==> src/hw/pcs_cfg.svh <==
`ifndef PCS_CFG_SVH
`define PCS_CFG_SVH

// ****************************************************************
// Register offsets on the bus.
// ****************************************************************
`define PCS_OFF_PC_LOW      8'h00
`define PCS_OFF_LATCH       8'h04
`define PCS_OFF_SP          8'h08
`define PCS_OFF_TOS_LOW     8'h0c
`define PCS_OFF_TOS_HIGH    8'h10
`define PCS_OFF_PTR_BASE    8'h14
`define PCS_PTR_STRIDE      8'h08
`define PCS_PTR_HIGH_STEP   8'h04
`define PCS_OFF_STATUS      8'h24
`define PCS_OFF_CTRL        8'h28

// ****************************************************************
// Field positions.
// ****************************************************************
`define PCS_STAT_OVF_BIT    0
`define PCS_STAT_UNF_BIT    1
`define PCS_CTRL_SER_BIT    0

// ****************************************************************
// Reset values and stack pointer codes.
// ****************************************************************
`define PCS_PC_RST          15'h0000
`define PCS_LATCH_RST       7'h00
`define PCS_PTR_RST         16'h0000
`define PCS_CTRL_SER_RST    1'b1
`define PCS_SP_EMPTY        5'h1f

// ****************************************************************
// Indirect address map.
// ****************************************************************
`define PCS_TRAD_LAST       16'h0fff
`define PCS_LIN_BASE        16'h2000
`define PCS_LIN_LAST        16'h29af
`define PCS_LIN_BLOCK       13'h0050
`define PCS_GPR_START       12'h020
`define PCS_IND_LAST        7'h01

`endif

==> src/hw/pcs_pkg.sv <==
package pcs_pkg;

    // ****************************************************************
    // Flow commands from the instruction decoder.
    // ****************************************************************
    typedef enum logic [3:0] {
        PCS_OP_NONE,
        PCS_OP_STEP,
        PCS_OP_CALL,
        PCS_OP_COMPUTED_SUBROUTINE_JUMP,
        PCS_OP_VECTOR,
        PCS_OP_RETURN,
        PCS_OP_BRW,
        PCS_OP_BRA
    } pcs_op_e;

    typedef struct packed {
        pcs_op_e     op;
        logic [10:0] operand;
        logic [7:0]  wreg;
        logic [14:0] vector;
    } pcs_cmd_s;

    // ****************************************************************
    // Decoded indirect access.
    // ****************************************************************
    typedef enum logic [1:0] {
        PCS_REG_TRAD,
        PCS_REG_LINEAR,
        PCS_REG_PROG,
        PCS_REG_NONE
    } pcs_region_e;

    typedef struct packed {
        pcs_region_e region;
        logic [11:0] data_addr;
        logic [14:0] prog_addr;
        logic        read_zero;
        logic        no_write;
        logic        extra_cycle;
    } pcs_map_s;

endpackage

==> src/hw/pcs_top.sv <==
`timescale 1ns/1ps
`include "pcs_cfg.svh"

// Notes on behaviour
// - Fifteen-bit PC; low byte readable and writable, upper bits come from latch.
// - Every reset clears the whole program counter.
// - Writing the PC low byte also loads PC bits 14..8 from latch.
// - Call loads PC 10..0 from operand, 14..11 from latch 6..3.
// - Computed call loads PC low from working register, high from latch.
// - Register branch: PC becomes PC plus one plus unsigned working register.
// - Immediate branch: PC becomes PC plus one plus signed operand bits 8..0.
// - Return stack holds sixteen fifteen-bit entries outside memory spaces.
// - Calls and vectoring push; the return command pops.
// - Pushes and pops leave the latch unchanged unless they cause an error reset, which clears it.
// - Without error reset the stack wraps and overwrites oldest entries.
// - Overflow and underflow flags set whether or not error reset is on.
// - Top-of-stack registers show the entry the pointer selects.
// - Stack pointer is five bits to detect overflow and underflow.
// - Push increments then writes; pop reads then decrements.
// - Empty stack pointer is 0x1F; first push gives 0x00.
// - With error reset on, overflow or underflow resets and sets flag.
// - Indirect access to an indirect register reads zero, drops writes.
// - Indirect pointer is sixteen bits from its high and low bytes.
// - Addresses 0x000 to 0xFFF map straight onto banked data memory.
// - 0x2000 to 0x29AF map onto general blocks; unimplemented reads zero.
// - Bit 15 set selects program memory; low byte read, no write.

module pcs_top (
    input  wire logic              clk,
    input  wire logic              ce,
    input  wire logic              reset,
    input  wire logic              psel,
    input  wire logic              penable,
    input  wire logic              pwrite,
    input  wire logic [7:0]        paddr,
    input  wire logic [31:0]       pwdata,
    output logic      [31:0]       prdata,
    output logic                   pready,
    output logic                   pslverr,
    input  wire pcs_pkg::pcs_cmd_s cmd,
    output logic      [14:0]       pc_addr,
    output logic                   stack_reset_req,
    output pcs_pkg::pcs_map_s      ind_map0,
    output pcs_pkg::pcs_map_s      ind_map1
);

    // ****************************************************************
    // State.
    // ****************************************************************
    logic [14:0]       pc_ff;
    logic [6:0]        latch_ff;
    logic [4:0]        sp_ff;
    logic [15:0]       ptr_ff [2];
    pcs_pkg::pcs_map_s map_ff [2];
    logic              ovf_ff;
    logic              unf_ff;
    logic              ser_en_ff;
    logic              srst_ff;
    logic [31:0]       prdata_ff;
    logic              pready_ff;
    logic              pslverr_ff;

    logic [14:0]       nxt_pc;
    logic [4:0]        nxt_sp;
    logic [15:0]       nxt_ptr [2];
    logic              stk_we;
    logic [3:0]        stk_widx;
    logic [14:0]       stk_wdata;
    logic [14:0]       top_of_return;
    logic              do_push;
    logic [14:0]       push_val;
    logic              ovf_set;
    logic              unf_set;
    logic              stk_err;
    logic              commit;
    logic              wr;
    logic              flow_idle;
    logic [31:0]       rd_val;
    logic              rd_hit;

    // ****************************************************************
    // Address decoding helpers.
    // ****************************************************************
    function automatic logic [7:0] ptr_off(input int idx, input logic hi);
        ptr_off = 8'(`PCS_OFF_PTR_BASE + idx * `PCS_PTR_STRIDE
                     + (hi ? `PCS_PTR_HIGH_STEP : 8'h00));
    endfunction

    function automatic pcs_pkg::pcs_map_s decode_ptr(input logic [15:0] a);
        pcs_pkg::pcs_map_s m;
        logic [12:0]       off;
        logic [12:0]       bank;
        logic [12:0]       rem;
        m    = '0;
        off  = 13'(a - `PCS_LIN_BASE);
        bank = off / `PCS_LIN_BLOCK;
        rem  = off % `PCS_LIN_BLOCK;
        if (a[15])
        begin
            m.region      = pcs_pkg::PCS_REG_PROG;
            m.prog_addr   = a[14:0];
            m.no_write    = 1'b1;
            m.extra_cycle = 1'b1;
        end
        else if (a <= `PCS_TRAD_LAST)
        begin
            m.region    = pcs_pkg::PCS_REG_TRAD;
            m.data_addr = a[11:0];
            if (a[6:0] <= `PCS_IND_LAST)
            begin
                m.read_zero = 1'b1;
                m.no_write  = 1'b1;
            end
        end
        else if (a >= `PCS_LIN_BASE && a <= `PCS_LIN_LAST)
        begin
            m.region    = pcs_pkg::PCS_REG_LINEAR;
            m.data_addr = {bank[4:0], 7'h00} + `PCS_GPR_START
                          + {5'h00, rem[6:0]};
        end
        else
        begin
            // Holes in the map read as zero and swallow writes.
            m.region    = pcs_pkg::PCS_REG_NONE;
            m.read_zero = 1'b1;
            m.no_write  = 1'b1;
        end
        decode_ptr = m;
    endfunction

    // ****************************************************************
    // Bus slave.
    // ****************************************************************
    assign commit    = psel && penable && pready_ff;
    assign wr        = commit && pwrite;
    assign flow_idle = (cmd.op == pcs_pkg::PCS_OP_NONE);

    always_comb
    begin
        rd_val = 32'h0000_0000;
        rd_hit = 1'b1;
        if (paddr == `PCS_OFF_PC_LOW)
            rd_val = {24'h00_0000, pc_ff[7:0]};
        else if (paddr == `PCS_OFF_LATCH)
            rd_val = {25'h000_0000, latch_ff};
        else if (paddr == `PCS_OFF_SP)
            rd_val = {27'h000_0000, sp_ff};
        else if (paddr == `PCS_OFF_TOS_LOW)
            rd_val = {24'h00_0000, top_of_return[7:0]};
        else if (paddr == `PCS_OFF_TOS_HIGH)
            rd_val = {25'h000_0000, top_of_return[14:8]};
        else if (paddr == `PCS_OFF_STATUS)
            rd_val = {30'h0000_0000, unf_ff, ovf_ff};
        else if (paddr == `PCS_OFF_CTRL)
            rd_val = {31'h0000_0000, ser_en_ff};
        else
        begin
            rd_hit = 1'b0;
            for (int i = 0; i < 2; i++)
            begin
                if (paddr == ptr_off(i, 1'b0))
                begin
                    rd_val = {24'h00_0000, ptr_ff[i][7:0]};
                    rd_hit = 1'b1;
                end
                else if (paddr == ptr_off(i, 1'b1))
                begin
                    rd_val = {24'h00_0000, ptr_ff[i][15:8]};
                    rd_hit = 1'b1;
                end
            end
        end
    end

    // One wait state keeps read data and the answer both registered.
    always_ff @(posedge clk)
    begin
        if (reset)
        begin
            pready_ff  <= 1'b0;
            pslverr_ff <= 1'b0;
            prdata_ff  <= 32'h0000_0000;
        end
        else if (ce)
        begin
            pready_ff  <= psel && penable && !pready_ff;
            pslverr_ff <= psel && penable && !pready_ff && !rd_hit;
            if (psel && penable && !pready_ff && !pwrite)
                prdata_ff <= rd_val;
        end
    end

    // ****************************************************************
    // Program counter and return stack control.
    // ****************************************************************
    always_comb
    begin
        nxt_pc    = pc_ff;
        nxt_sp    = sp_ff;
        stk_we    = 1'b0;
        stk_widx  = sp_ff[3:0];
        stk_wdata = top_of_return;
        do_push   = 1'b0;
        push_val  = 15'(pc_ff + 15'h0001);
        ovf_set   = 1'b0;
        unf_set   = 1'b0;
        case (cmd.op)
            pcs_pkg::PCS_OP_STEP:
                nxt_pc = 15'(pc_ff + 15'h0001);
            pcs_pkg::PCS_OP_CALL:
            begin
                do_push = 1'b1;
                nxt_pc  = {latch_ff[6:3], cmd.operand};
            end
            pcs_pkg::PCS_OP_COMPUTED_SUBROUTINE_JUMP:
            begin
                do_push = 1'b1;
                nxt_pc  = {latch_ff, cmd.wreg};
            end
            pcs_pkg::PCS_OP_VECTOR:
            begin
                do_push  = 1'b1;
                push_val = pc_ff;
                nxt_pc   = cmd.vector;
            end
            pcs_pkg::PCS_OP_RETURN:
            begin
                nxt_pc  = top_of_return;
                nxt_sp  = 5'(sp_ff - 5'h01);
                unf_set = (sp_ff == `PCS_SP_EMPTY);
            end
            pcs_pkg::PCS_OP_BRW:
                nxt_pc = 15'(pc_ff + 15'h0001 + {7'h00, cmd.wreg});
            pcs_pkg::PCS_OP_BRA:
                nxt_pc = 15'(pc_ff + 15'h0001
                             + {{6{cmd.operand[8]}}, cmd.operand[8:0]});
            default:
            begin
                if (wr && paddr == `PCS_OFF_PC_LOW)
                    nxt_pc = {latch_ff, pwdata[7:0]};
                if (wr && paddr == `PCS_OFF_SP)
                    nxt_sp = pwdata[4:0];
                if (wr && paddr == `PCS_OFF_TOS_LOW)
                begin
                    stk_we    = 1'b1;
                    stk_wdata = {top_of_return[14:8], pwdata[7:0]};
                end
                if (wr && paddr == `PCS_OFF_TOS_HIGH)
                begin
                    stk_we    = 1'b1;
                    stk_wdata = {pwdata[6:0], top_of_return[7:0]};
                end
            end
        endcase
        if (do_push)
        begin
            nxt_sp    = 5'(sp_ff + 5'h01);
            stk_we    = 1'b1;
            stk_widx  = nxt_sp[3:0];
            stk_wdata = push_val;
            ovf_set   = nxt_sp[4];
        end
        stk_err = ser_en_ff && (ovf_set || unf_set);
        if (stk_err)
        begin
            nxt_pc = `PCS_PC_RST;
            nxt_sp = `PCS_SP_EMPTY;
            stk_we = 1'b0;
        end
    end

    always_ff @(posedge clk)
    begin
        if (reset)
        begin
            pc_ff <= `PCS_PC_RST;
            sp_ff <= `PCS_SP_EMPTY;
        end
        else if (ce)
        begin
            pc_ff <= nxt_pc;
            sp_ff <= nxt_sp;
        end
    end

    // The latch is written by software and cleared by a stack error reset.
    always_ff @(posedge clk)
    begin
        if (reset)
            latch_ff <= `PCS_LATCH_RST;
        else if (ce && stk_err)
            latch_ff <= `PCS_LATCH_RST;
        else if (ce && wr && paddr == `PCS_OFF_LATCH)
            latch_ff <= pwdata[6:0];
    end

    // Flags survive the stack error reset so software can see its cause.
    always_ff @(posedge clk)
    begin
        if (reset)
        begin
            ovf_ff    <= 1'b0;
            unf_ff    <= 1'b0;
            ser_en_ff <= `PCS_CTRL_SER_RST;
            srst_ff   <= 1'b0;
        end
        else if (ce)
        begin
            srst_ff <= stk_err;
            if (ovf_set)
                ovf_ff <= 1'b1;
            else if (wr && paddr == `PCS_OFF_STATUS
                     && pwdata[`PCS_STAT_OVF_BIT])
                ovf_ff <= 1'b0;
            if (unf_set)
                unf_ff <= 1'b1;
            else if (wr && paddr == `PCS_OFF_STATUS
                     && pwdata[`PCS_STAT_UNF_BIT])
                unf_ff <= 1'b0;
            if (wr && paddr == `PCS_OFF_CTRL)
                ser_en_ff <= pwdata[`PCS_CTRL_SER_BIT];
        end
    end

    pcs_stack u_stack (
        .clk     (clk),
        .ce      (ce),
        .wr_en   (stk_we),
        .wr_idx  (stk_widx),
        .wr_data (stk_wdata),
        .rd_idx  (sp_ff[3:0]),
        .rd_data (top_of_return)
    );

    // ****************************************************************
    // Indirect pointers and their decoded map.
    // ****************************************************************
    always_comb
    begin
        for (int i = 0; i < 2; i++)
        begin
            nxt_ptr[i] = ptr_ff[i];
            if (stk_err)
                nxt_ptr[i] = `PCS_PTR_RST;
            else if (wr && paddr == ptr_off(i, 1'b0))
                nxt_ptr[i][7:0] = pwdata[7:0];
            else if (wr && paddr == ptr_off(i, 1'b1))
                nxt_ptr[i][15:8] = pwdata[7:0];
        end
    end

    // Decoding the next value keeps the map in step with the pointer.
    always_ff @(posedge clk)
    begin
        for (int i = 0; i < 2; i++)
        begin
            if (reset)
            begin
                ptr_ff[i] <= `PCS_PTR_RST;
                map_ff[i] <= decode_ptr(`PCS_PTR_RST);
            end
            else if (ce)
            begin
                ptr_ff[i] <= nxt_ptr[i];
                map_ff[i] <= decode_ptr(nxt_ptr[i]);
            end
        end
    end

    assign prdata          = prdata_ff;
    assign pready          = pready_ff;
    assign pslverr         = pslverr_ff;
    assign pc_addr         = pc_ff;
    assign stack_reset_req = srst_ff;
    assign ind_map0        = map_ff[0];
    assign ind_map1        = map_ff[1];

    // ****************************************************************
    // Checks.
    // ****************************************************************
    a_pc_reset_clear: assert property (@(posedge clk)
        reset |=> pc_ff == `PCS_PC_RST)
        else $error("pc not cleared by reset");

    a_pc_low_load: assert property (@(posedge clk) disable iff (reset)
        ce && flow_idle && !stk_err && wr && paddr == `PCS_OFF_PC_LOW
        |=> pc_ff == {$past(latch_ff), $past(pwdata[7:0])})
        else $error("pc low write did not take latch");

    a_call_target: assert property (@(posedge clk) disable iff (reset)
        ce && cmd.op == pcs_pkg::PCS_OP_CALL && !stk_err
        |=> pc_ff == {$past(latch_ff[6:3]), $past(cmd.operand)})
        else $error("call target wrong");

    a_computed_subroutine_jump_target: assert property (@(posedge clk) disable iff (reset)
        ce && cmd.op == pcs_pkg::PCS_OP_COMPUTED_SUBROUTINE_JUMP && !stk_err
        |=> pc_ff == {$past(latch_ff), $past(cmd.wreg)})
        else $error("computed call target wrong");

    a_brw_target: assert property (@(posedge clk) disable iff (reset)
        ce && cmd.op == pcs_pkg::PCS_OP_BRW
        |=> pc_ff == 15'($past(pc_ff) + 15'h0001 + $past(cmd.wreg)))
        else $error("register branch target wrong");

    a_push_order: assert property (@(posedge clk) disable iff (reset)
        ce && cmd.op == pcs_pkg::PCS_OP_CALL && !stk_err
        |=> sp_ff == 5'($past(sp_ff) + 5'h01)
            && top_of_return == 15'($past(pc_ff) + 15'h0001))
        else $error("push did not store return address");

    a_empty_pop: assert property (@(posedge clk) disable iff (reset)
        ce && cmd.op == pcs_pkg::PCS_OP_RETURN && sp_ff == 5'h00
        |=> sp_ff == `PCS_SP_EMPTY)
        else $error("single pop did not restore empty code");

    a_ovf_flag: assert property (@(posedge clk) disable iff (reset)
        ce && do_push && sp_ff == 5'h0f |=> ovf_ff)
        else $error("overflow flag not set");

    a_err_reset: assert property (@(posedge clk) disable iff (reset)
        ce && ser_en_ff && unf_set
        |=> srst_ff && unf_ff && pc_ff == `PCS_PC_RST)
        else $error("stack error reset missing");

    a_prog_window: assert property (@(posedge clk) disable iff (reset)
        ptr_ff[0][15] |-> map_ff[0].region == pcs_pkg::PCS_REG_PROG
            && map_ff[0].no_write && map_ff[0].extra_cycle)
        else $error("program window not decoded");

    c_overflow: cover property (@(posedge clk) disable iff (reset)
        ce && ovf_set && !ser_en_ff);
    c_err_reset: cover property (@(posedge clk) disable iff (reset)
        srst_ff);
    c_linear: cover property (@(posedge clk) disable iff (reset)
        map_ff[1].region == pcs_pkg::PCS_REG_LINEAR);
    c_tos_write: cover property (@(posedge clk) disable iff (reset)
        ce && flow_idle && wr && paddr == `PCS_OFF_TOS_HIGH);

endmodule // pcs_top

==> src/hw/pcs_stack.sv <==
`timescale 1ns/1ps

module pcs_stack (
    input  wire logic        clk,
    input  wire logic        ce,
    input  wire logic        wr_en,
    input  wire logic [3:0]  wr_idx,
    input  wire logic [14:0] wr_data,
    input  wire logic [3:0]  rd_idx,
    output logic      [14:0] rd_data
);

    // ****************************************************************
    // Sixteen return entries, apart from program and data space.
    // ****************************************************************
    logic [14:0] entry_ff [16];

    always_ff @(posedge clk)
    begin
        if (ce && wr_en)
        begin
            entry_ff[wr_idx] <= wr_data;
        end
    end

    assign rd_data = entry_ff[rd_idx];

endmodule // pcs_stack

==> config.mk <==
export PLATFORM = sky130hd
export DESIGN_NAME = pcs_top
export DESIGN_NICKNAME = d
export VERILOG_FILES = /design/src/hw/pcs_pkg.sv /design/src/hw/pcs_top.sv /design/src/hw/pcs_stack.sv
export VERILOG_INCLUDE_DIRS = /design/src /design/src/hw
export SDC_FILE = /design/constraint.sdc
export NUM_CORES = 1
export LEC_CHECK = 0
export ABC_AREA = 1
export BUFFER_PORTS_ARGS = -buffer_cell sky130_fd_sc_hd__buf_4
export CAP_MARGIN = 20
export CORE_ASPECT_RATIO = 0.8
export CORE_MARGIN = 1
export CORE_UTILIZATION = 40
export CTS_CLUSTER_DIAMETER = 80
export CTS_CLUSTER_SIZE = 28
export DETAILED_ROUTE_END_ITERATION = 7
export PLACE_DENSITY = 0.65
export SKIP_LAST_GASP = 1
export SYNTH_ARGS = -nofsm -noshare
export SYNTH_HDL_FRONTEND = slang
export SYNTH_SLANG_ARGS = --single-unit
==> constraint.sdc <==
create_clock -name clk -period 5.15 [get_ports clk]
set_input_delay 0.2575 -clock clk [delete_from_list [all_inputs] [get_ports clk]]
set_output_delay 0.2575 -clock clk [all_outputs]
set_load 0.01 [all_outputs]
==> results of run 1 <==
-- cell families after synthesis --
| logic type | after synthesis | share of synthesized area [%] |
|---|---|---|
| AO/OA/AOI/OAI | 509 | 15.82 |
| XOR/XNOR | 17 | 0.7655 |
| adder cells (fa/ha/maj) | 21 | 1.389 |
| buffers and inverters | 346 | 7.223 |
| flip-flops | 379 | 56.19 |
| multiplexers | 64 | 3.332 |
| other | 1 | 0.01928 |
| AND/OR/NAND/NOR | 668 | 15.26 |
-- power groups by stage --
stage / clock network [uW] / registers, uW / logic (uW)
2_1_floorplan: 0 / 3600 / 987
3_3_place_gp: 0 / 3610 / 1410
3_5_place_dp: 0 / 3610 / 1450
4_1_cts: 1900 / 3540 / 1460
5_1_grt: 1990 / 3550 / 1750
6_report: 1870 / 3540 / 1600
-- timing repair --
action	CTS	global route
resized for setup	0	30
setup endpoints to repair	0	9
setup buffers	0	10
-- layout make-up --
cell class,count,area (sq um),area share (%)
clock buffer,28,551.8,2.469
clock inverter,8,113.9,0.5095
inverter,241,904.6,4.048
multi-input combinational,1303,7325,32.78
sequential,379,10940,48.97
tap,620,775.7,3.471
timing repair buffer,225,1733,7.755
-- routing by layer --
layer / GRT usage (%) / share of wire (%) / wire, um
met1: 35.62 / 47 / 27340
met2: 33.06 / 41 / 24260
met3: 3.791 / 9.8 / 5713
met4: 4.624 / 2.0 / 1177
met5: 0 / 0 / 0
-- placed cells by master (no fill, tap or decap), drive strengths merged, types with 2 or more instances in the layout --
cell     synthesis  routed
mux2             3       3
ha              20      20
nor2           184     184
a31oi            3       3
a22oi            2       2
nor4             6       6
nor3            25      25
a211oi           3       3
a221oi          22      22
o221ai          15      15
edfxtp         334     334
nand2          343     343
o22ai            6       6
mux2i           61      61
dfxtp           45      45
o31ai            3       3
a22o             3       3
o211ai          88      88
o21bai           3       3
o2111ai         11      11
inv            230     236
clkbuf          70      29
xor2            15      15
a21oi          159     159
buf             35     224
o21ai          182     182
clkinv          11      12
nand4           14      14
conb             1      24
nand3           93      93
xnor2            2       2
a211o            2       2
o311ai           3       3
nand3b           2       2
-- worst paths after layout --
| kind | start | depth (start not counted) | slack [ns] | endpoint |
|---|---|---|---|---|
| min | pwdata[4] | 3 | 0.02 | latch_ff[4]$_SDFFE_PP0P_ |
| max | sp_ff[0]$_SDFFE_PP1P_ | 38 | 0.38 | map_ff[0][27]$_SDFFCE_PP0P_ |
| min reg2reg | prdata[5]$_SDFFE_PP0P_ | 2 | 0.48 | prdata[5]$_SDFFE_PP0P_ |
| max reg2reg | sp_ff[0]$_SDFFE_PP1P_ | 38 | 0.38 | map_ff[0][27]$_SDFFCE_PP0P_ |
-- critical path: cells and delay by family, from the launching register on --
| family | cells | cell delay, ns |
|---|---|---|
| flip-flops | 1 | 0.38 |
| multiplexers | 1 | 0.38 |
| buffers and inverters | 3 | 0.30 |
| AO/OA/AOI/OAI | 3 | 0.47 |
| adder cells (fa/ha/maj) | 3 | 0.69 |
| AND/OR/NAND/NOR | 28 | 2.30 |
-- per-stage QoR --
| stage | TNS, ns | instance area, sq um |
|---|---|---|
| after detailed placement | 0 | 21440 |
| after floorplan | 0 | 19540 |
| final | 0 | 22350 |
| after global routing | -0.2637 | 22350 |
| after global placement | 0 | 21440 |
| after CTS | 0 | 22110 |
-- flip-flops by register name (all words and copies together), names as in the netlist, 5 cells and up, named ones only --
register and count:
prdata 8, ptr_ff 30, sp_ff 5, map_ff 64, latch_ff 7, u_stack.entry_ff 240, pc_addr 15
==> out/qor.yml, run 1 <==
layout:
  area_growth_pct: 14.88
  drive_gt1_share_pct: 17.45
  num-nets-final: 2275
  finalNonFillerCells: 2804
  n_antenna_cell: 0
  utilization_pct: 47.02
  fill_cells: 4450
die:
  io_pins: 198
  placementRows: 71
  core_sq_um: 47530
  initial_core_util_pct: 40.93
  dieArea_sq_um: 49520
  die_y_um: 199.2
  die-width_um: 248.6
clock_network:
  cts_max_path_buffers: 3
  numCtsBuffers: 20
  clkTransAtPathRegs_ns: 0.10
  cts_root_buffer: "clkbuf_16"
  postCtsHoldBufs: 0
  insertion_delay_ns: 0.56
  cts_sinks: 379
  cts_tree: "yes"
  cts_max_level: 1
power:
  power_switching_uw: 2187
  power_density_nw_per_um2: 313.8
  vdd_drop_max_mv: 0.2415
  clkPwrFrac_pct: 26.7
  p_seq_share_pct: 50.4
  p_comb_share_pct: 22.9
  total_power_uw: 7013
  intPower_uw: 4826
  p_leak_uw: 0.008973
  swShare_pct: 31.19
job:
  maxCapViolCount: 0
placement:
  dp_hpwl_mm: 41.40
  pre_cts_ws_ns: 0.1664
  routabilityCongestion: 0.9921
  placed_cells: 2752
  numPortBuffers: 149
sta:
  fmax_ghz: 0.2096
  rsz0062_at_grt: "yes"
  worst_pin_slew_ns: 1.036
  final.setup.worst_slack_ns: 0.3789
  finalCritPeriodShare_pct: 92.64
  min_period_ns: 4.771
  setup_viol: 0
  hold_viol: 0
  maxSlewViolCount: 0
  clock_skew_ns: 0.02489
  maxSlewHeadroom_pct: 30.63
  whs_ns: 0.02234
grt:
  grt_overflow_total: 0
  grt_first_pass_wirelength_mm: 86.62
  antenna_found_initial: 0
  grt_max_degree: 82
  grt_pass1_vias: 14260
  grt_usage_pct: 22.86
detailed_routing:
  drtAntennaViolNets: 0
  drt_iter0_markers: 2053
  finalWirelength_mm: 58.49
  vias: 15770
  drc: 0
  vias_per_cell: 5.623
  wl_per_cell_um: 20.86
  drtPass1Iterations: 5
logic_synthesis:
  ys_seq_elements: 379
  synth_warnings: 0
  async_flop_share_pct: 0
  synth_edf_count: 334
  synthCells: 2005
  synth.avg_cell_area_sq_um: 9.702
  synthesis.area_sq_um: 19450
  ys_top_cells_by_count: "edfxtp_1 (334), nand2_1 (303), inv_1 (208)"
  yosys.cell_types.count: 55
  synth_top_area_cell: "edfxtp_1"
  ys.flop_type: "edfxtp_1"
  yosys.area.top_type_share_pct: 51.56
  synthTopCellsByArea: "edfxtp_1 (52%), nand2_1 (5.8%), dfxtp_1 (4.6%)"
  synth.most_common_cell: "edfxtp_1"
  synth_seq_area_share_pct: 56.19
critical_path:
  cp_max_fo: 6
  max_stage_delay_ns: 0.38
  cp_data_arrival_time_ns: 5.07
  start_kind: "flop"
  setup.worst_path.class: "flop to flop"
  end_kind: "flop"
  crit_path_top_delay_cell: "dfxtp_4"
  crit_required_ns: 5.45
  crit_top_cell: "nand2_2"
outcome:
  outcome: "completed"
hold_path:
  hp-class: "primary input to flop"
(Power assumes the default switching activity.)
==> run 2, diff against run 1 <==
CELL_PAD_IN_SITES_DETAIL_PLACEMENT = 1   (was unset)
CELL_PAD_IN_SITES_GLOBAL_PLACEMENT = 1   (was unset)
CORE_MARGIN = unset   (was 1)
CTS_CLUSTER_DIAMETER = 200   (was 80)
PLACE_DENSITY = 0.78   (was 0.65)
==> out/qor.yml, run 2 (synthesis results as in run 1) <==
power:
  vdd_drop_max_mv: 0.2653  # +9.9%
  clkPwrFrac_pct: 23.6  # -3.1 points
  p_leak_uw: 0.008920  # -0.60%
  power_switching_uw: 2158  # -1.4%
  total_power_uw: 6828  # -2.6%
  p_seq_share_pct: 52.0  # +1.6 points
  p_comb_share_pct: 24.4  # +1.5 points
  power_density_nw_per_um2: 306.7  # -2.3%
  swShare_pct: 31.60  # +0.41 points
  intPower_uw: 4670  # -3.2%
die:
  core_sq_um: 47530  # unchanged
  die-width_um: 248.6  # unchanged
  dieArea_sq_um: 49520  # unchanged
  placementRows: 71  # unchanged
  die_y_um: 199.2  # unchanged
  initial_core_util_pct: 40.93  # unchanged
  io_pins: 198  # unchanged
placement:
  dp_hpwl_mm: 47.96  # +16%
  placed_cells: 2758  # +0.22%
  pre_cts_ws_ns: 0.05217  # -0.1142 ns
  routabilityCongestion: 0.9528  # -4.0%
  numPortBuffers: 149  # unchanged
  placed_cell_area_sq_um: 21500  # +0.27%
layout:
  top_regs: "u_stack.entry_ff (240), map_ff (64), ptr_ff (30)"
  drive_gt1_share_pct: 17.51  # +0.062 points
  n_antenna_cell: 0  # unchanged
  regMostFlops: "u_stack.entry_ff"
  final_cell_mix: "edfxtp_1 (334), nand2_1 (292), buf_4 (225)"
  area_growth_pct: 14.45
  num-nets-final: 2277  # +0.088%
  final_common_cell: "edfxtp_1"
  finalNonFillerCells: 2802  # -0.071%
  design_area_sq_um: 22260  # -0.37%
  fill_cells: 5425  # +22%
  largest_register_ffs: 240  # unchanged
sta:
  hold_viol: 0  # unchanged
  worst_pin_slew_ns: 1.082  # +0.04645 ns
  fmax_ghz: 0.2092  # -0.17%
  final.setup.worst_slack_ns: 0.3709  # -0.007987 ns
  maxSlewHeadroom_pct: 27.52  # -3.1 points
  min_period_ns: 4.779  # +0.007987 ns
  maxSlewViolCount: 0  # unchanged
  setup_viol: 0  # unchanged
  finalCritPeriodShare_pct: 92.80  # +0.16 points
  whs_ns: 0.03784  # +0.01550 ns
  clock_skew_ns: 0.04812  # +0.02323 ns
clock_network:
  numCtsBuffers: 17  # -15%
  cts_tree: "yes"
  cts_max_path_buffers: 3  # unchanged
  cts_max_level: 1  # unchanged
  insertion_delay_ns: 0.55  # about the same
  cts_root_buffer: "clkbuf_16"
  cts_sinks: 379  # unchanged
  postCtsHoldBufs: 0  # unchanged
  clkTransAtPathRegs_ns: 0.12  # +0.02 ns
detailed_routing:
  drtPass1Iterations: 5  # unchanged
  drtAntennaViolNets: 0  # unchanged
  vias: 16100  # +2.1%
  wl_per_cell_um: 23.33  # +12%
  drc: 0  # unchanged
  vias_per_cell: 5.746  # +2.2%
  drt_iter0_markers: 1572  # -23%
  finalWirelength_mm: 65.38  # +12%
critical_path:
  cp_data_arrival_time_ns: 5.07  # about the same
  end_kind: "flop"
  crit_required_ns: 5.44  # about the same
  crit_top_cell: "nand2_1"
  start_kind: "flop"
  max_stage_delay_ns: 0.38  # about the same
  setup.worst_path.class: "flop to flop"
  crit_path_top_delay_cell: "dfxtp_4"
  cp_max_fo: 8  # +2
grt:
  grt_first_pass_wirelength_mm: 98.24  # +13%
  grt_overflow_total: 0  # unchanged
  antenna_found_initial: 1  # +1
  grt_pass1_vias: 16330  # +14%
  grt_max_degree: 78  # -4.9%
  grt_usage_pct: 26.01  # +3.2 points
job:
  maxCapViolCount: 0  # unchanged
outcome:
  outcome: "completed"
hold_path:
  hp-class: "primary input to flop"
## run 2: cell type report
| type | instances | area [sq um] | share of cell area [%] |
|---|---|---|---|
| clock inverter | 1 | 16.27 | 0.07306 |
| timing repair buffer | 230 | 1765 | 7.930 |
| tap | 620 | 775.7 | 3.484 |
| inverter | 241 | 904.6 | 4.063 |
| clock buffer | 28 | 466.7 | 2.096 |
| multi-input combinational | 1303 | 7396 | 33.22 |
| sequential | 379 | 10940 | 49.13 |
## run 2: power groups by stage
stage / Combinational [uW] / Clock (uW) / Sequential, uW
after floorplan: 987 / 0 / 3600
after global placement: 1430 / 0 / 3610
after detailed placement: 1500 / 0 / 3620
after CTS: 1510 / 1650 / 3550
after global routing: 1830 / 1730 / 3560
final: 1670 / 1610 / 3550
## run 2: final timing paths
| check | startpoint | to | slack (ns) | cells after the start |
|---|---|---|---|---|
| max reg2reg | sp_ff[0]$_SDFFE_PP1P_ | map_ff[1][29]$_SDFFCE_PP0P_ | 0.37 | 40 |
| max | sp_ff[0]$_SDFFE_PP1P_ | map_ff[1][29]$_SDFFCE_PP0P_ | 0.37 | 40 |
| min reg2reg | ovf_ff$_SDFFE_PP0P_ | ovf_ff$_SDFFE_PP0P_ | 0.48 | 2 |
| min | pwdata[4] | latch_ff[4]$_SDFFE_PP0P_ | 0.04 | 3 |
## run 2: what timing repair did
action | 4_1_cts | 5_1_grt
gates resized for setup | 0 | 40
pin swaps | 1 | 8
endpoints found under the setup margin | 2 | 8
buffers inserted | 2 | 8
## run 2: per-layer routing
metal,routed length [um],GRT usage [%],up-vias
met4,1178,5.521,2
met1,29340,37.14,8080
met2,29380,40.70,610
met3,5474,5.510,71
li1,-,-,7336
met5,13,0,-
## run 2: through the flow
stage | TNS [ns] | util, %
after global placement | 0 | 45.22
final | 0 | 46.84
after detailed placement | 0 | 45.23
after floorplan | 0 | -
after CTS | 0 | 46.31
after global routing | -0.1140 | 46.84
## run 2: worst max-delay path, delay by kind of cell, from the launching register on
family	cells	cell delay, ns
adder cells (fa/ha/maj)	3	0.67
AND/OR/NAND/NOR	24	2.19
flip-flops	1	0.38
buffers and inverters	7	0.69
AO/OA/AOI/OAI	6	0.56
==> run 3, diff against run 2 <==
CELL_PAD_IN_SITES_DETAIL_PLACEMENT = unset   (was 1)
CELL_PAD_IN_SITES_GLOBAL_PLACEMENT = unset   (was 1)
PLACE_DENSITY = 0.65   (was 0.78)
==> out/qor.yml, run 3 (synthesis results as in run 1) <==
placement:
  pre_cts_ws_ns: 0.1664  # +0.1142 ns
  routabilityCongestion: 0.9921  # +4.1%
  placed_cells: 2752  # -0.22%
  dp_hpwl_mm: 41.40  # -14%
  numPortBuffers: 149  # unchanged
clock_network:
  clkTransAtPathRegs_ns: 0.13  # about the same
  insertion_delay_ns: 0.55  # about the same
  numCtsBuffers: 17  # unchanged
  cts_tree: "yes"
  cts_root_buffer: "clkbuf_16"
  cts_sinks: 379  # unchanged
  cts_max_path_buffers: 3  # unchanged
  cts_max_level: 1  # unchanged
sta:
  maxSlewViolCount: 0  # unchanged
  fmax_ghz: 0.2100  # +0.35%
  hold_viol: 0  # unchanged
  finalCritPeriodShare_pct: 92.47  # -0.33 points
  clock_skew_ns: 0.04344  # -0.004678 ns
  whs_ns: 0.01612  # -0.02172 ns
  maxSlewHeadroom_pct: 24.95  # -2.6 points
  setup_viol: 0  # unchanged
  fin_tns_setup_ns: 0  # unchanged
  min_period_ns: 4.762  # -0.01687 ns
  final.setup.worst_slack_ns: 0.3878  # +0.01687 ns
  worst_pin_slew_ns: 1.121  # +0.03847 ns
critical_path:
  cp_data_arrival_time_ns: 5.05  # -0.02 ns
  critical_path_buf_inv_count: 3  # -4
  path_depth: 38  # -5.0%
  end_kind: "flop"
  setup.worst_path.class: "flop to flop"
  critPathTopFamily: "simple AND/OR/NAND/NOR gates"
  reg2reg_slack_ns: 0.39  # +0.02 ns
  worstReg2RegStart: "sp_ff[0]$_SDFFE_PP1P_"
  crit_path_top_delay_cell: "dfxtp_4"
  crit_top_cell: "nand2_2"
  max_stage_delay_ns: 0.38  # about the same
  r2r_cells: 38  # -5.0%
  cp_max_fo: 6  # -2
  crit_required_ns: 5.44  # about the same
  start_kind: "flop"
  timing.rr.end: "map_ff[0][27]$_SDFFCE_PP0P_"
detailed_routing:
  wl_per_cell_um: 20.93  # -10%
  vias: 15730  # -2.3%
  finalWirelength_mm: 58.53  # -10%
  drc: 0  # unchanged
  drtPass1Iterations: 6  # +1
  drt_iter0_markers: 2000  # +27%
  drtAntennaViolNets: 0  # unchanged
  vias_per_cell: 5.626  # -2.1%
die:
  core_sq_um: 47530  # unchanged
  die_y_um: 199.2  # unchanged
  placementRows: 71  # unchanged
  dieArea_sq_um: 49520  # unchanged
  io_pins: 198  # unchanged
  initial_core_util_pct: 40.93  # unchanged
  die-width_um: 248.6  # unchanged
layout:
  regMostFlops: "u_stack.entry_ff"
  drive_gt1_share_pct: 17.00  # -0.50 points
  finalNonFillerCells: 2796  # -0.21%
  largest_register_ffs: 240  # unchanged
  fill_cells: 4474  # -18%
  n_antenna_cell: 0  # unchanged
  top_regs: "u_stack.entry_ff (240), map_ff (64), ptr_ff (30)"
  num-nets-final: 2272  # -0.22%
  area_growth_pct: 13.92
  final_common_cell: "edfxtp_1"
  final_cell_mix: "edfxtp_1 (334), nand2_1 (295), buf_4 (220)"
power:
  vdd_drop_max_mv: 0.2418  # -8.8%
  p_seq_share_pct: 52.6  # +0.6 points
  intPower_uw: 4655  # -0.32%
  clkPwrFrac_pct: 23.6  # about the same
  power_density_nw_per_um2: 303.8  # -0.93%
  p_comb_share_pct: 23.9  # -0.5 points
  swShare_pct: 30.85  # -0.75 points
  p_leak_uw: 0.008884  # -0.40%
  power_switching_uw: 2077  # -3.7%
  total_power_uw: 6732  # -1.4%
grt:
  grt_max_degree: 82  # +5.1%
  top_usage_layer: "met1"
  grt_pass1_vias: 14310  # -12%
  antenna_found_initial: 0  # -1
  grt_util_met2_pct: 32.85  # -7.8 points
  grt_use_met1_pct: 35.07  # -2.1 points
  grt_overflow_total: 0  # unchanged
  grt_usage_pct: 22.81  # -3.2 points
  grt_first_pass_wirelength_mm: 86.37  # -12%
  grt_use_met3_pct: 4.520  # -0.99 points
hold_path:
  hp-start: "pwdata[4]"
  hp-class: "primary input to flop"
  min_to: "latch_ff[4]$_SDFFE_PP0P_"
  worstHoldPathCells: 3  # unchanged
job:
  maxCapViolCount: 0  # unchanged
outcome:
  outcome: "completed"
run 3: final cells by class:
cell class	instances	area, sq um	share of cell area [%]
timing repair buffer	225	1733	7.820
tap	620	775.7	3.501
inverter	241	907.1	4.094
sequential	379	10940	49.37
clock inverter	1	16.27	0.07340
clock buffer	27	462.9	2.089
multi-input combinational	1303	7325	33.05
run 3: worst max path at each step:
stage / from / to / slack, ns
2_1_floorplan: sp_ff[0]$_SDFFE_PP1P_ / map_ff[0][27]$_SDFFCE_PP0P_ / 0.93
3_3_place_gp: sp_ff[1]$_SDFFE_PP1P_ / map_ff[0][27]$_SDFFCE_PP0P_ / 0.28
3_5_place_dp: sp_ff[0]$_SDFFE_PP1P_ / map_ff[1][29]$_SDFFCE_PP0P_ / 0.17
4_1_cts: sp_ff[1]$_SDFFE_PP1P_ / map_ff[0][27]$_SDFFCE_PP0P_ / 0.14
5_1_grt: sp_ff[0]$_SDFFE_PP1P_ / map_ff[1][29]$_SDFFCE_PP0P_ / -0.07
6_report: sp_ff[0]$_SDFFE_PP1P_ / map_ff[0][27]$_SDFFCE_PP0P_ / 0.39
run 3: metal layers:
layer  share of wire, %  vias to the layer above
met3                 10                       75
met2                 42                      760
met1                 46                     7576
met5                  0                        -
met4                2.0                        0
li1                   -                     7318
run 3: power by group through the flow:
| stage | registers, uW | logic (uW) | clock network, uW |
|---|---|---|---|
| 2_1_floorplan | 3600 | 987 | 0 |
| 3_3_place_gp | 3610 | 1410 | 0 |
| 3_5_place_dp | 3610 | 1450 | 0 |
| 4_1_cts | 3540 | 1460 | 1600 |
| 5_1_grt | 3550 | 1750 | 1700 |
| 6_report | 3540 | 1610 | 1590 |
run 3: what timing repair did:
item                       4_1_cts  5_1_grt
setup buffers                    0       10
hold buffers                     0        0
resized for setup                0       30
setup endpoints to repair        0        8
run 3: worst min-delay path: cells and delay by family:
family,cells,cell delay (ns)
AND/OR/NAND/NOR,1,0.08
AO/OA/AOI/OAI,1,0.06
buffers and inverters,1,0.13
run 3: metrics by stage:
step                instance area (sq um)  utilization, %
floorplan                           19540               -
global placement                    21440           45.11
detailed placement                  21440           45.11
CTS                                 21920           46.12
global route                        22160           46.63
finish                              22160           46.63
